`src/rtl/bbo_pkg.sv`:
```
// package: constants and types for the branch and bit operation unit
package bbo_pkg;
    // ------------------------------------------------------------
    // register map (byte addresses)
    // ------------------------------------------------------------
    localparam logic [8:0] ADDR_INSTR = 9'h000;
    localparam logic [8:0] ADDR_PC = 9'h004;
    localparam logic [8:0] ADDR_STATUS = 9'h008;
    localparam logic [8:0] ADDR_CYCLES = 9'h00c;
    localparam logic [1:0] AREA_GPR = 2'h2;
    localparam logic [1:0] AREA_IO = 2'h3;
    // ------------------------------------------------------------
    // instruction word fields
    // ------------------------------------------------------------
    localparam int F_OP_LSB = 11;
    localparam int F_K_LSB = 4;
    localparam int F_A_LSB = 5;
    localparam int F_TWO = 16;
    // ------------------------------------------------------------
    // status register bit positions
    // ------------------------------------------------------------
    localparam int SB_C = 0;
    localparam int SB_Z = 1;
    localparam int SB_N = 2;
    localparam int SB_V = 3;
    localparam int SB_S = 4;
    localparam int SB_H = 5;
    localparam int SB_T = 6;
    localparam int SB_I = 7;
    // ------------------------------------------------------------
    // reset values and cycle counts
    // ------------------------------------------------------------
    localparam logic [15:0] PC_RST = 16'h0000;
    localparam logic [7:0] STATUS_RST = 8'h00;
    localparam logic [1:0] CYC_ONE = 2'h1;
    localparam logic [1:0] CYC_TWO = 2'h2;
    localparam logic [1:0] CYC_THREE = 2'h3;
    // ------------------------------------------------------------
    // operations and sequencer states
    // ------------------------------------------------------------
    typedef enum logic [4:0] {
        OP_SKIP_CLR, OP_SKIP_SET, OP_BR_SET, OP_BR_CLR, OP_BR_CC,
        OP_BR_SH, OP_BR_GE, OP_BR_LT, OP_BR_HS, OP_BR_HC, OP_BR_TS,
        OP_BR_IE, OP_BR_ID, OP_IO_SET, OP_IO_CLR, OP_SHIFT_LL,
        OP_SHIFT_RL, OP_ROT_LC, OP_ROT_RC, OP_SHIFT_RA, OP_SWAP,
        OP_FORCE_ONE, OP_FORCE_ZERO, OP_BIT_TO_TF, OP_TF_TO_BIT,
        OP_SEC, OP_CLC, OP_SEN, OP_CLN, OP_SEZ, OP_CLZ
    } bbo_op_t;
    typedef enum logic [1:0] {
        S_IDLE = 2'b00,
        S_BUSY = 2'b01,
        S_DONE = 2'b11
    } bbo_state_t;
endpackage : bbo_pkg

```
`src/rtl/bbo_unit.sv`:
```
// module: branch, skip and bit operation execution unit
// Behaviour
// - skip-if-cleared skips next when I/O bit zero; pc +2/+3, 1/2/3 cycles
// - skip-if-set skips next when I/O bit one, same advance and cycles
// - branch_on_flag_set jumps to pc+k+1 when status bit set; 1/2 cycles
// - branch_on_flag_clear jumps the same way when status bit clear
// - branch_carry_zero jumps only when carry is zero, else falls through
// - branch_unsigned_ge jumps when carry is zero, same target
// - branch_signed_ge jumps when negative xor overflow is zero
// - branch_signed_lt jumps when negative xor overflow is one
// - half-carry branches jump when that flag is one, or zero
// - branch_transfer_flag_one jumps to pc+k+1 when transfer flag set
// - branch_irq_on jumps when interrupt enable is one, flags untouched
// - branch_irq_off jumps when interrupt enable is zero, flags untouched
// - io_bit_set_op writes one to I/O bit, nothing else, two cycles
// - io_bit_clear_op writes zero to I/O bit, no flags, two cycles
// - rotate_left_carry: carry into bit0, bit7 to carry, Z C N V
// - rotate_right_carry: carry into bit7, bit0 to carry, Z C N V
// - bit_to_transfer_flag copies register bit into transfer flag
// - transfer_flag_to_bit copies transfer flag into register bit
//
// Chosen here: the Avalon-MM interface to the registers and the register addresses.
`timescale 1ns/100ps
module bbo_unit
    import bbo_pkg::*;
(
    // clock and reset
    input wire logic i_ref_clk,
    input wire logic i_resetn,
    // avalon-mm slave
    input wire logic [8:0] i_avs_address,
    input wire logic i_avs_read,
    input wire logic i_avs_write,
    input wire logic [3:0] i_avs_byteenable,
    input wire logic [31:0] i_avs_writedata,
    output logic [31:0] o_avs_readdata,
    output logic o_avs_waitrequest,
    // core state
    output logic [15:0] o_pc,
    output logic [7:0] o_status
);
    // ------------------------------------------------------------
    // state
    // ------------------------------------------------------------
    logic [7:0] gpr [32];
    logic [7:0] io_mem [32];
    logic [15:0] pc;
    logic [7:0] status_register;
    logic [16:0] ins;
    logic [1:0] cnt;
    logic [1:0] last_cyc;
    logic rd_ack;
    bbo_state_t st;

    // ------------------------------------------------------------
    // address decode
    // ------------------------------------------------------------
    function automatic logic in_area(input logic [8:0] ad,
                                     input logic [1:0] area);
        in_area = (ad[8:7] == area) && (ad[1:0] == 2'h0);
    endfunction : in_area

    wire sel_instr = (i_avs_address == ADDR_INSTR);
    wire wr_ok = i_avs_write && i_avs_byteenable[0];
    wire go = wr_ok && sel_instr && (st == S_IDLE);
    wire [4:0] bus_idx = i_avs_address[6:2];
    wire bus_gpr_wr = wr_ok && in_area(i_avs_address, AREA_GPR);
    wire bus_io_wr = wr_ok && in_area(i_avs_address, AREA_IO);
    wire bus_pc_wr = wr_ok && (i_avs_address == ADDR_PC);
    wire bus_sr_wr = wr_ok && (i_avs_address == ADDR_STATUS);

    // ------------------------------------------------------------
    // instruction fields
    // ------------------------------------------------------------
    wire bbo_op_t op = bbo_op_t'(ins[15:F_OP_LSB]);
    wire [6:0] k = ins[F_K_LSB+6:F_K_LSB];
    wire [4:0] fa = ins[F_A_LSB+4:F_A_LSB];
    wire [2:0] fb = ins[2:0];
    wire two = ins[F_TWO];
    wire [7:0] rv = gpr[fa];
    wire [7:0] iv = io_mem[fa];
    wire iob = iv[fb];
    wire sbit = status_register[fb];
    wire f_c = status_register[SB_C];
    wire f_nv = status_register[SB_N] ^ status_register[SB_V];

    // ------------------------------------------------------------
    // condition and cycle count
    // ------------------------------------------------------------
    logic take;
    logic is_skip;
    logic is_br;
    always_comb
    begin
        take = 1'b0;
        is_skip = 1'b0;
        is_br = 1'b1;
        case (op)
            OP_SKIP_CLR:
            begin
                take = !iob;
                is_skip = 1'b1;
                is_br = 1'b0;
            end
            OP_SKIP_SET:
            begin
                take = iob;
                is_skip = 1'b1;
                is_br = 1'b0;
            end
            OP_BR_SET: take = sbit;
            OP_BR_CLR: take = !sbit;
            OP_BR_CC: take = !f_c;
            OP_BR_SH: take = !f_c;
            OP_BR_GE: take = !f_nv;
            OP_BR_LT: take = f_nv;
            OP_BR_HS: take = status_register[SB_H];
            OP_BR_HC: take = !status_register[SB_H];
            OP_BR_TS: take = status_register[SB_T];
            OP_BR_IE: take = status_register[SB_I];
            OP_BR_ID: take = !status_register[SB_I];
            default: is_br = 1'b0;
        endcase
    end

    wire is_io = (op == OP_IO_SET) || (op == OP_IO_CLR);
    wire [1:0] skip_cyc = two ? CYC_THREE : CYC_TWO;
    wire [1:0] need = (is_skip && take) ? skip_cyc :
                      (is_br && take) ? CYC_TWO :
                      is_io ? CYC_TWO : CYC_ONE;
    wire [15:0] k_ext = {{9{k[6]}}, k};
    wire [15:0] pc_skip = pc + 16'h0002 + {15'h0000, two};
    wire [15:0] next_pc = (is_skip && take) ? pc_skip :
                          (is_br && take) ? pc + k_ext + 16'h0001 :
                          pc + 16'h0001;

    // ------------------------------------------------------------
    // register and flag results
    // ------------------------------------------------------------
    logic [7:0] res;
    logic res_c;
    logic shift_op;
    logic gpr_we;
    always_comb
    begin
        res = rv;
        res_c = f_c;
        shift_op = 1'b1;
        gpr_we = 1'b1;
        case (op)
            OP_SHIFT_LL: {res_c, res} = {rv, 1'b0};
            OP_SHIFT_RL: {res, res_c} = {1'b0, rv};
            OP_SHIFT_RA: {res, res_c} = {rv[7], rv};
            OP_ROT_LC: {res_c, res} = {rv, f_c};
            OP_ROT_RC: {res, res_c} = {f_c, rv};
            OP_SWAP:
            begin
                res = {rv[3:0], rv[7:4]};
                shift_op = 1'b0;
            end
            OP_TF_TO_BIT:
            begin
                res[fb] = status_register[SB_T];
                shift_op = 1'b0;
            end
            default:
            begin
                shift_op = 1'b0;
                gpr_we = 1'b0;
            end
        endcase
    end

    logic [7:0] next_status;
    always_comb
    begin
        next_status = status_register;
        case (op)
            OP_FORCE_ONE: next_status[fb] = 1'b1;
            OP_FORCE_ZERO: next_status[fb] = 1'b0;
            OP_SEC: next_status[SB_C] = 1'b1;
            OP_CLC: next_status[SB_C] = 1'b0;
            OP_SEN: next_status[SB_N] = 1'b1;
            OP_CLN: next_status[SB_N] = 1'b0;
            OP_SEZ: next_status[SB_Z] = 1'b1;
            OP_CLZ: next_status[SB_Z] = 1'b0;
            OP_BIT_TO_TF: next_status[SB_T] = rv[fb];
            default:
            begin
                if (shift_op)
                begin
                    next_status[SB_C] = res_c;
                    next_status[SB_Z] = (res == 8'h00);
                    next_status[SB_N] = res[7];
                    next_status[SB_V] = res[7] ^ res_c;
                end
            end
        endcase
    end

    wire [7:0] io_res = (op == OP_IO_SET) ? (iv | (8'h01 << fb)) :
                        (iv & ~(8'h01 << fb));
    wire fin = (st == S_DONE);

    // ------------------------------------------------------------
    // sequencer
    // ------------------------------------------------------------
    always_ff @(posedge i_ref_clk or negedge i_resetn)
    begin
        if (!i_resetn)
        begin
            st <= S_IDLE;
            cnt <= 2'h0;
            ins <= 17'h00000;
            last_cyc <= 2'h0;
        end
        else
        begin
            case (st)
                S_IDLE:
                begin
                    if (go)
                    begin
                        ins <= i_avs_writedata[16:0];
                        cnt <= 2'h0;
                        st <= S_BUSY;
                    end
                end
                S_BUSY:
                begin
                    cnt <= cnt + 2'h1;
                    if (cnt + 2'h1 == need)
                    begin
                        last_cyc <= need;
                        st <= S_DONE;
                    end
                end
                S_DONE: st <= S_IDLE;
                default: st <= S_IDLE;
            endcase
        end
    end

    // ------------------------------------------------------------
    // program counter, status, register file, i/o space
    // ------------------------------------------------------------
    always_ff @(posedge i_ref_clk or negedge i_resetn)
    begin
        if (!i_resetn)
        begin
            pc <= PC_RST;
            status_register <= STATUS_RST;
        end
        else if (fin)
        begin
            pc <= next_pc;
            status_register <= next_status;
        end
        else
        begin
            if (bus_pc_wr)
                pc <= i_avs_writedata[15:0];
            if (bus_sr_wr)
                status_register <= i_avs_writedata[7:0];
        end
    end

    always_ff @(posedge i_ref_clk or negedge i_resetn)
    begin
        if (!i_resetn)
        begin
            for (int i = 0; i < 32; i++)
            begin
                gpr[i] <= 8'h00;
                io_mem[i] <= 8'h00;
            end
        end
        else if (fin)
        begin
            if (gpr_we)
                gpr[fa] <= res;
            if (is_io)
                io_mem[fa] <= io_res;
        end
        else
        begin
            if (bus_gpr_wr)
                gpr[bus_idx] <= i_avs_writedata[7:0];
            if (bus_io_wr)
                io_mem[bus_idx] <= i_avs_writedata[7:0];
        end
    end

    // ------------------------------------------------------------
    // bus answer
    // ------------------------------------------------------------
    wire [31:0] rd_mux =
        (i_avs_address == ADDR_INSTR) ? {15'h0000, ins} :
        (i_avs_address == ADDR_PC) ? {16'h0000, pc} :
        (i_avs_address == ADDR_STATUS) ? {24'h000000, status_register} :
        (i_avs_address == ADDR_CYCLES) ? {30'h00000000, last_cyc} :
        in_area(i_avs_address, AREA_GPR) ? {24'h000000, gpr[bus_idx]} :
        in_area(i_avs_address, AREA_IO) ? {24'h000000, io_mem[bus_idx]} :
        32'h00000000;

    always_ff @(posedge i_ref_clk or negedge i_resetn)
    begin
        if (!i_resetn)
        begin
            rd_ack <= 1'b0;
            o_avs_readdata <= 32'h00000000;
        end
        else
        begin
            rd_ack <= i_avs_read && !rd_ack;
            if (i_avs_read && !rd_ack)
                o_avs_readdata <= rd_mux;
        end
    end

    assign o_avs_waitrequest = (i_avs_read && !rd_ack) ||
                               (wr_ok && sel_instr && !fin);
    assign o_pc = pc;
    assign o_status = status_register;
endmodule : bbo_unit

```
`config.mk`:
```
export PLATFORM = sky130hd
export DESIGN_NAME = bbo_unit
export DESIGN_NICKNAME = d
export VERILOG_FILES = /design/src/rtl/bbo_pkg.sv /design/src/rtl/bbo_unit.sv
export SDC_FILE = /design/constraint.sdc
export NUM_CORES = 2
export LEC_CHECK = 0
export BUFFER_PORTS_ARGS = -buffer_cell sky130_fd_sc_hd__buf_2
export CORE_MARGIN = 3
export CORE_UTILIZATION = 55
export DETAILED_ROUTE_END_ITERATION = 10
export PLACE_DENSITY = 0.72
export SLEW_MARGIN = 20
export SYNTH_ARGS = -nofsm -noshare
export SYNTH_HDL_FRONTEND = slang
export SYNTH_SLANG_ARGS = --single-unit
```
`constraint.sdc`:
```
create_clock -name i_ref_clk -period 5.4 [get_ports i_ref_clk]
set_input_delay 0 -clock i_ref_clk [delete_from_list [all_inputs] [get_ports i_ref_clk]]
set_output_delay 0 -clock i_ref_clk [all_outputs]
set_load 0.02 [all_outputs]
```
# == Word-level counts from Yosys, hierarchy flattened ==
# Index checks and enable logic that the tools add are counted.
# totals
register_bits,592
wordCells,283
# classes
addsub,6
n_lt_le_gt_ge,6
eq_ne,52
n_shift,1
muxes,72
n_bitwise,10
reduce_logical,59
# op_table
operator,n
$mux 256,6
$bwmux 256,4
$bmux 8 s5,4
$mux 8,17
$demux 8 s5,2
$mux 16,5
$eq 5x5->1 const B,15
$pmux 8 s7,1
$eq 5x4->1 const B,8
$add 16x1->16 const B,2
$eq 5x3->1 const B,4
$reduce_or 5->1,4
$eq 9x4->1 const B,2
$ne 6x2->1 const B,3
$mux 17,1
$add 16x1->16,1
$add 16x16->16,1
$add 16x2->16 const B,1
$and 8x8->8,2
$logic_and 1x1->1,16
$ne 2x2->1 const B,8
$not 8->8,2
$or 8x8->8,2
$reduce_and 2->1,8
40 further kinds,87

# == Logic depth before layout (Yosys ltp) ==
# depth
depth_word,14
ltp_mapped,16
depth_no_buf,14

# == Worst setup path before layout ==
# OpenSTA, ideal clock, no wires.
# synth_timing
kind,flip-flop to flip-flop
startpoint,register ins[5]
endpoint,register gpr[81] (netlist bit)
setup_ns,0.133
arrival_ns,3.063
path_slack_ns,2.204
stages_incl_launch_ff,16
path_buffers,7
period_less_slack_ns,3.196
path_cell_list,dfrtp_1 buf_6 buf_6 buf_8 buf_6 buf_6 buf_2 mux4_2 a22oi_1 nand4_1 inv_1 o22ai_1 a211o_1 buf_2 a22oi_1 o21ai_0
# synth_between
elab_chain_len,9
elab_cells_between_ends,14
cone_classes,order compare: 2; mux: 10; bitwise: 1; reduce/logical: 1
# synth_rtl
element,line,text
start: declaration,bbo_unit.sv:49,logic [16:0] ins;
start signal: assignment,bbo_unit.sv:224,ins <= i_avs_writedata[16:0];
$not 5->6 (implied by the code) *,"bbo_unit.sv:80, bbo_unit.sv:281",
$bmux 8 s5,bbo_unit.sv:80,wire [7:0] rv = gpr[fa];
$mux 8 (implied by the code) (2 in series),bbo_unit.sv:80,
$bwmux 8,bbo_unit.sv:163,res[fb] = status_register[SB_T];
$pmux 8 s7,bbo_unit.sv:150,case (op)
$bwmux 256 *,bbo_unit.sv:281,gpr[fa] <= res;
$mux 256 *,bbo_unit.sv:280,if (gpr_we)
$mux 256 *,bbo_unit.sv:278,else if (fin)
end signal: indexed assignment,bbo_unit.sv:281,
end signal: indexed assignment,bbo_unit.sv:288,gpr[bus_idx] <= i_avs_writedata[7:0];
end: declaration,bbo_unit.sv:45,logic [7:0] gpr [32];
# Mark *: on every way between the ends. The rest lies on a longest branch, timed or not. The select of a mux whose other input is x is not followed.
# A chain may end at the register's enable or synchronous reset.

# == Worst setup path after layout ==
# layout_timing
startpoint,register ins[9]
endpoint,register last_cyc[0]
# layout_between
elab_chain_len,13
elab_cells_between_ends,14
cone_classes,eq/ne: 1; mux: 8; bitwise: 1; reduce/logical: 4
# layout_rtl
element,line,text
$not 5->6 (implied by the code) *,bbo_unit.sv:81,wire [7:0] iv = io_mem[fa];
$bmux 8 s5 *,bbo_unit.sv:81,
$mux 8 (implied by the code) * (2 in series),bbo_unit.sv:81,
$bmux 1 s3 *,bbo_unit.sv:82,wire iob = iv[fb];
$mux 1 (implied by the code) *,bbo_unit.sv:82,
$logic_not 1->1,bbo_unit.sv:101,take = !iob;
$pmux 1 s12 *,bbo_unit.sv:98,case (op)
$logic_and 1x1->1,bbo_unit.sv:129,(is_br && take) ? CYC_TWO :
$mux 2,bbo_unit.sv:129,
$mux 2 *,bbo_unit.sv:128,wire [1:0] need = (is_skip && take) ? skip_cyc :
$eq 2x2->1,bbo_unit.sv:232,if (cnt + 2'h1 == need)
$reduce_and 2->1 (no line),n/a,
end signal: assignment,bbo_unit.sv:234,last_cyc <= need;
end: declaration,bbo_unit.sv:51,logic [1:0] last_cyc;
# Marks and branches as above.

==> impl_metrics.json <==
{
  "cts.sink_count": 577,
  "ios": 106,
  "grt_overflow_total": 0,
  "cts_setup_buffers": 0,
  "synth_cells": 3914,
  "cts_made_buffers": 68,
  "die_w_um": 264,
  "cp.required_ns": 5.91,
  "p_leak_nw": 14.9,
  "num-nets-final": 3920,
  "synthFlopType": "dfrtp_1",
  "status": "finished, violations left",
  "maxCapViolations": 0,
  "grt_pass1_wl_um": 222000,
  "routedWlPerCell_um": 31.2,
  "max_stage_delay_ns": 1.14,
  "p_seq_share_pct": 44.0,
  "drive_gt1_share_pct": 15.7,
  "dp_slack_ns": 0.982,
  "vias": 35700,
  "synth.top_cell.area_share_pct": 39.3,
  "cp.buffers_inverters": 0,
  "ff_latch_area_um2": 14400,
  "endpoint_kind": "register",
  "p_comb_share_pct": 8.8,
  "multi_input_area_um2": 20600,
  "viasPerCell": 7.49,
  "hold_path_class": "in -> reg",
  "p_int_mw": 7.52,
  "p_clk_share_pct": 47.3,
  "whs_ns": -0.0401,
  "tightest_slew_ns": 1.21,
  "clock.fmax_ghz": 0.211,
  "areaGrowthSynthToFinish_pct": 10.6,
  "cts_tree": "yes",
  "fin_crit_sh_pct": 87.7,
  "drtAntennaViolNets": 0,
  "synth_edf_count": 0,
  "place.detailed.hpwl_um": 98000,
  "worst_path_max_delay_cell": "dfrtp_1",
  "yosysWarnings": 0,
  "clk_latency_ns": 0.64,
  "grt_use_total_pct": 41.9,
  "die_h_um": 264,
  "core_area_um2": 66000,
  "critPathTopFamily": "simple AND/OR/NAND/NOR gates",
  "violations": "hold timing",
  "avgSynthCellArea_um2": 9.38,
  "drc": 0,
  "fin_setup_tns_ns": 0,
  "ctsLongestPathBuffers": 3,
  "synth_top_area_cell": "dfrtp_1",
  "h-tree-depth": 3,
  "arrival_ns": 5.25,
  "ir_drop_v": 0.000171,
  "first_iter_violations": 6302,
  "yosys_register_bits": 577,
  "syn_area_um2": 36700,
  "start_util_pct": 55.6,
  "p_switching_mw": 2.71,
  "place.gp.congestion": 1.03,
  "p_total_mw": 10.2,
  "skew_ns": 0.0321,
  "postSynth.asyncResetShare_pct": 100,
  "hold_viol": 1,
  "slew_headroom_pct": 19.4,
  "powerDensity_nw_per_um2": 252,
  "period_needed_ns": 4.74,
  "yosysSeqAreaShare_pct": 39.3,
  "grt_antenna_before_repair": 7,
  "final-max-slew-violation-count": 0,
  "crit_fanout": 30,
  "root_buffer": "clkbuf_16",
  "start_kind": "register",
  "die-area_um2": 69900,
  "grt_max_degree": 148,
  "setup-violations-final": 0,
  "swShare_pct": 26.5,
  "rows": 94,
  "worst_slack_ns": 0.663,
  "path_clk_slew_ns": 0.06,
  "crit_type": "reg -> reg",
  "synth.distinct_cells": 79,
  "yosys-top-cells-area": "dfrtp_1, a22oi_1, mux4_2, o21ai_0, nand2_1",
  "nFillCells": 5514,
  "drt_wl_total_um": 149000,
  "fin_util_pct": 61.5,
  "port_buffers": 72,
  "rsz0062_at_grt": "false",
  "grt_pass1_vias": 33800,
  "drt-pass1-iter-count": 7,
  "path_cells": "nand4bb_1, o22ai_1, nor4_1, nand3_1, a41oi_1, and4_1, o21a_4, nor2_2, a2111o_1, o311a_1"
}
-- cells in the mapped netlist, types with 6 or more instances --
library cell  number
nor4_1            23
xnor2_1           16
nand2b_1          10
mux2_2            22
buf_1             22
or3_1             11
a211oi_1          16
o21ai_0          571
dfrtp_1          577
or2_2              6
o211ai_1          11
a22oi_1          585
inv_1             25
buf_6              7
buf_2             44
a31oi_1           11
and3b_1            6
clkbuf_1         298
nor2_1           152
a21o_1             6
a22o_1             8
and4_1             8
mux2i_1          149
ha_1              18
nand2_1          617
nor3b_1            7
nand3_1           38
and3_1            10
buf_4             29
o21ai_1           81
mux4_2           195
o22ai_1           97
nand3b_1           7
xor2_1            15
a21oi_1           75
nor2b_1           13
nand4_1           17
o31ai_1           10
a221oi_1           8
nor3_1            16
-- cells in the final DEF (no fill, tap or decap), drive strengths merged, types with 7 or more instances in the layout --
master / instances
o21ai: 653
nor2: 153
nor2b: 13
mux4: 195
a221oi: 8
ha: 18
a22o: 8
or2: 7
o22ai: 97
nor4: 23
mux2i: 149
nor3: 16
nand3b: 7
nand2: 617
nand2b: 10
or3: 11
and4: 9
a211oi: 16
clkinv: 12
nand3: 38
and3: 10
nor3b: 7
inv: 31
xnor2: 16
o31ai: 10
dlygate4sd3: 16
nand4: 17
buf: 239
o211ai: 11
mux2: 22
a31oi: 11
dfrtp: 577
a21oi: 75
clkbuf: 102
conb: 15
xor2: 15
a22oi: 585
-- repair_timing --
item                                   in CTS  in global routing
gates resized for setup                     0                  0
endpoints found under the hold margin     198                  0
hold buffers                               16                  0
-- layout make-up --
type | count | share of cell area, %
Antenna cell | 2 | 0.0123
Clock inverter | 21 | 0.595
Inverter | 27 | 0.250
Sequential cell | 577 | 35.6
Multi-Input combinational cell | 2923 | 50.8
Timing Repair Buffer | 255 | 4.96
Tap cell | 864 | 2.66
Clock buffer | 102 | 5.11
-- per-layer routing --
metal	vias to the layer above	wire length, um	track usage, %
li1	14700	-	-
met1	17500	53600	55.6
met2	2901	64900	63.0
met3	564	22100	14.8
met4	12	8230	17.6
met5	-	72	0
-- kinds of logic (layout without fill, tap and decap cells) --
logic type / after synthesis / in the layout / synth area share [%]
mux: 366 / 366 / 16.7
simple gates: 970 / 970 / 11.5
fa+ha+maj: 19 / 19 / 0.668
other cells: 1 / 17 / 0.0102
flops: 577 / 577 / 39.3
xor+xnor: 31 / 31 / 0.740
buf+inv: 428 / 405 / 5.00
compound gates: 1522 / 1522 / 26.1
-- flip-flops by register name, indices dropped and copies added (netlist names), named ones only --
register and count:
last_cyc 2, gpr 256, o_status 5, o_pc 16, ins 17, cnt 2
o_avs_readdata 17, st 2, rd_ack 1, io_mem 256
-- final timing paths --
check,startpoint,endpoint,slack [ns],depth (start not counted)
setup reg to reg,ins[9]$_DFFE_PN0P_,last_cyc[0]$_DFFE_PN0P_,0.66,10
max in group asynchronous,i_resetn,io_mem[68]$_DFFE_PN0P_,3.35,4
setup / recovery,ins[9]$_DFFE_PN0P_,last_cyc[0]$_DFFE_PN0P_,0.66,10
hold reg to reg,o_avs_readdata[16]$_DFFE_PN0P_,o_avs_readdata[16]$_DFFE_PN0P_,0.47,2
hold / removal,i_avs_read,rd_ack$_DFF_PN0_,-0.04,3
min in group asynchronous,i_resetn,io_mem[148]$_DFFE_PN0P_,0.48,3
-- metrics by stage --
step                instance area, um^2  std cells  hold slack, ns
CTS                               40600       4769          0.0323
global placement                  38100       4630          0.0217
floorplan                         36700       3928          -0.296
finish                            40600       4771         -0.0401
detailed placement                38100       4630          0.0245
global route                      40600       4769          0.0394
-- power by group through the flow --
stage / Combinational, mW / Clock [mW] / Sequential [mW]
6_report: 0.897 / 4.84 / 4.50
5_1_grt: 0.938 / 5.01 / 4.51
4_1_cts: 0.862 / 4.84 / 4.50
3_5_place_dp: 0.852 / 0 / 4.57
3_3_place_gp: 0.842 / 0 / 4.57
2_1_floorplan: 0.500 / 0 / 4.54
-- worst min-delay path, cell delays in order --
cell and delay (ns):
buf_2 0.08, nand2b_2 0.33, inv_1 0.13
No activity file was read; power rests on OpenSTA's default activity.
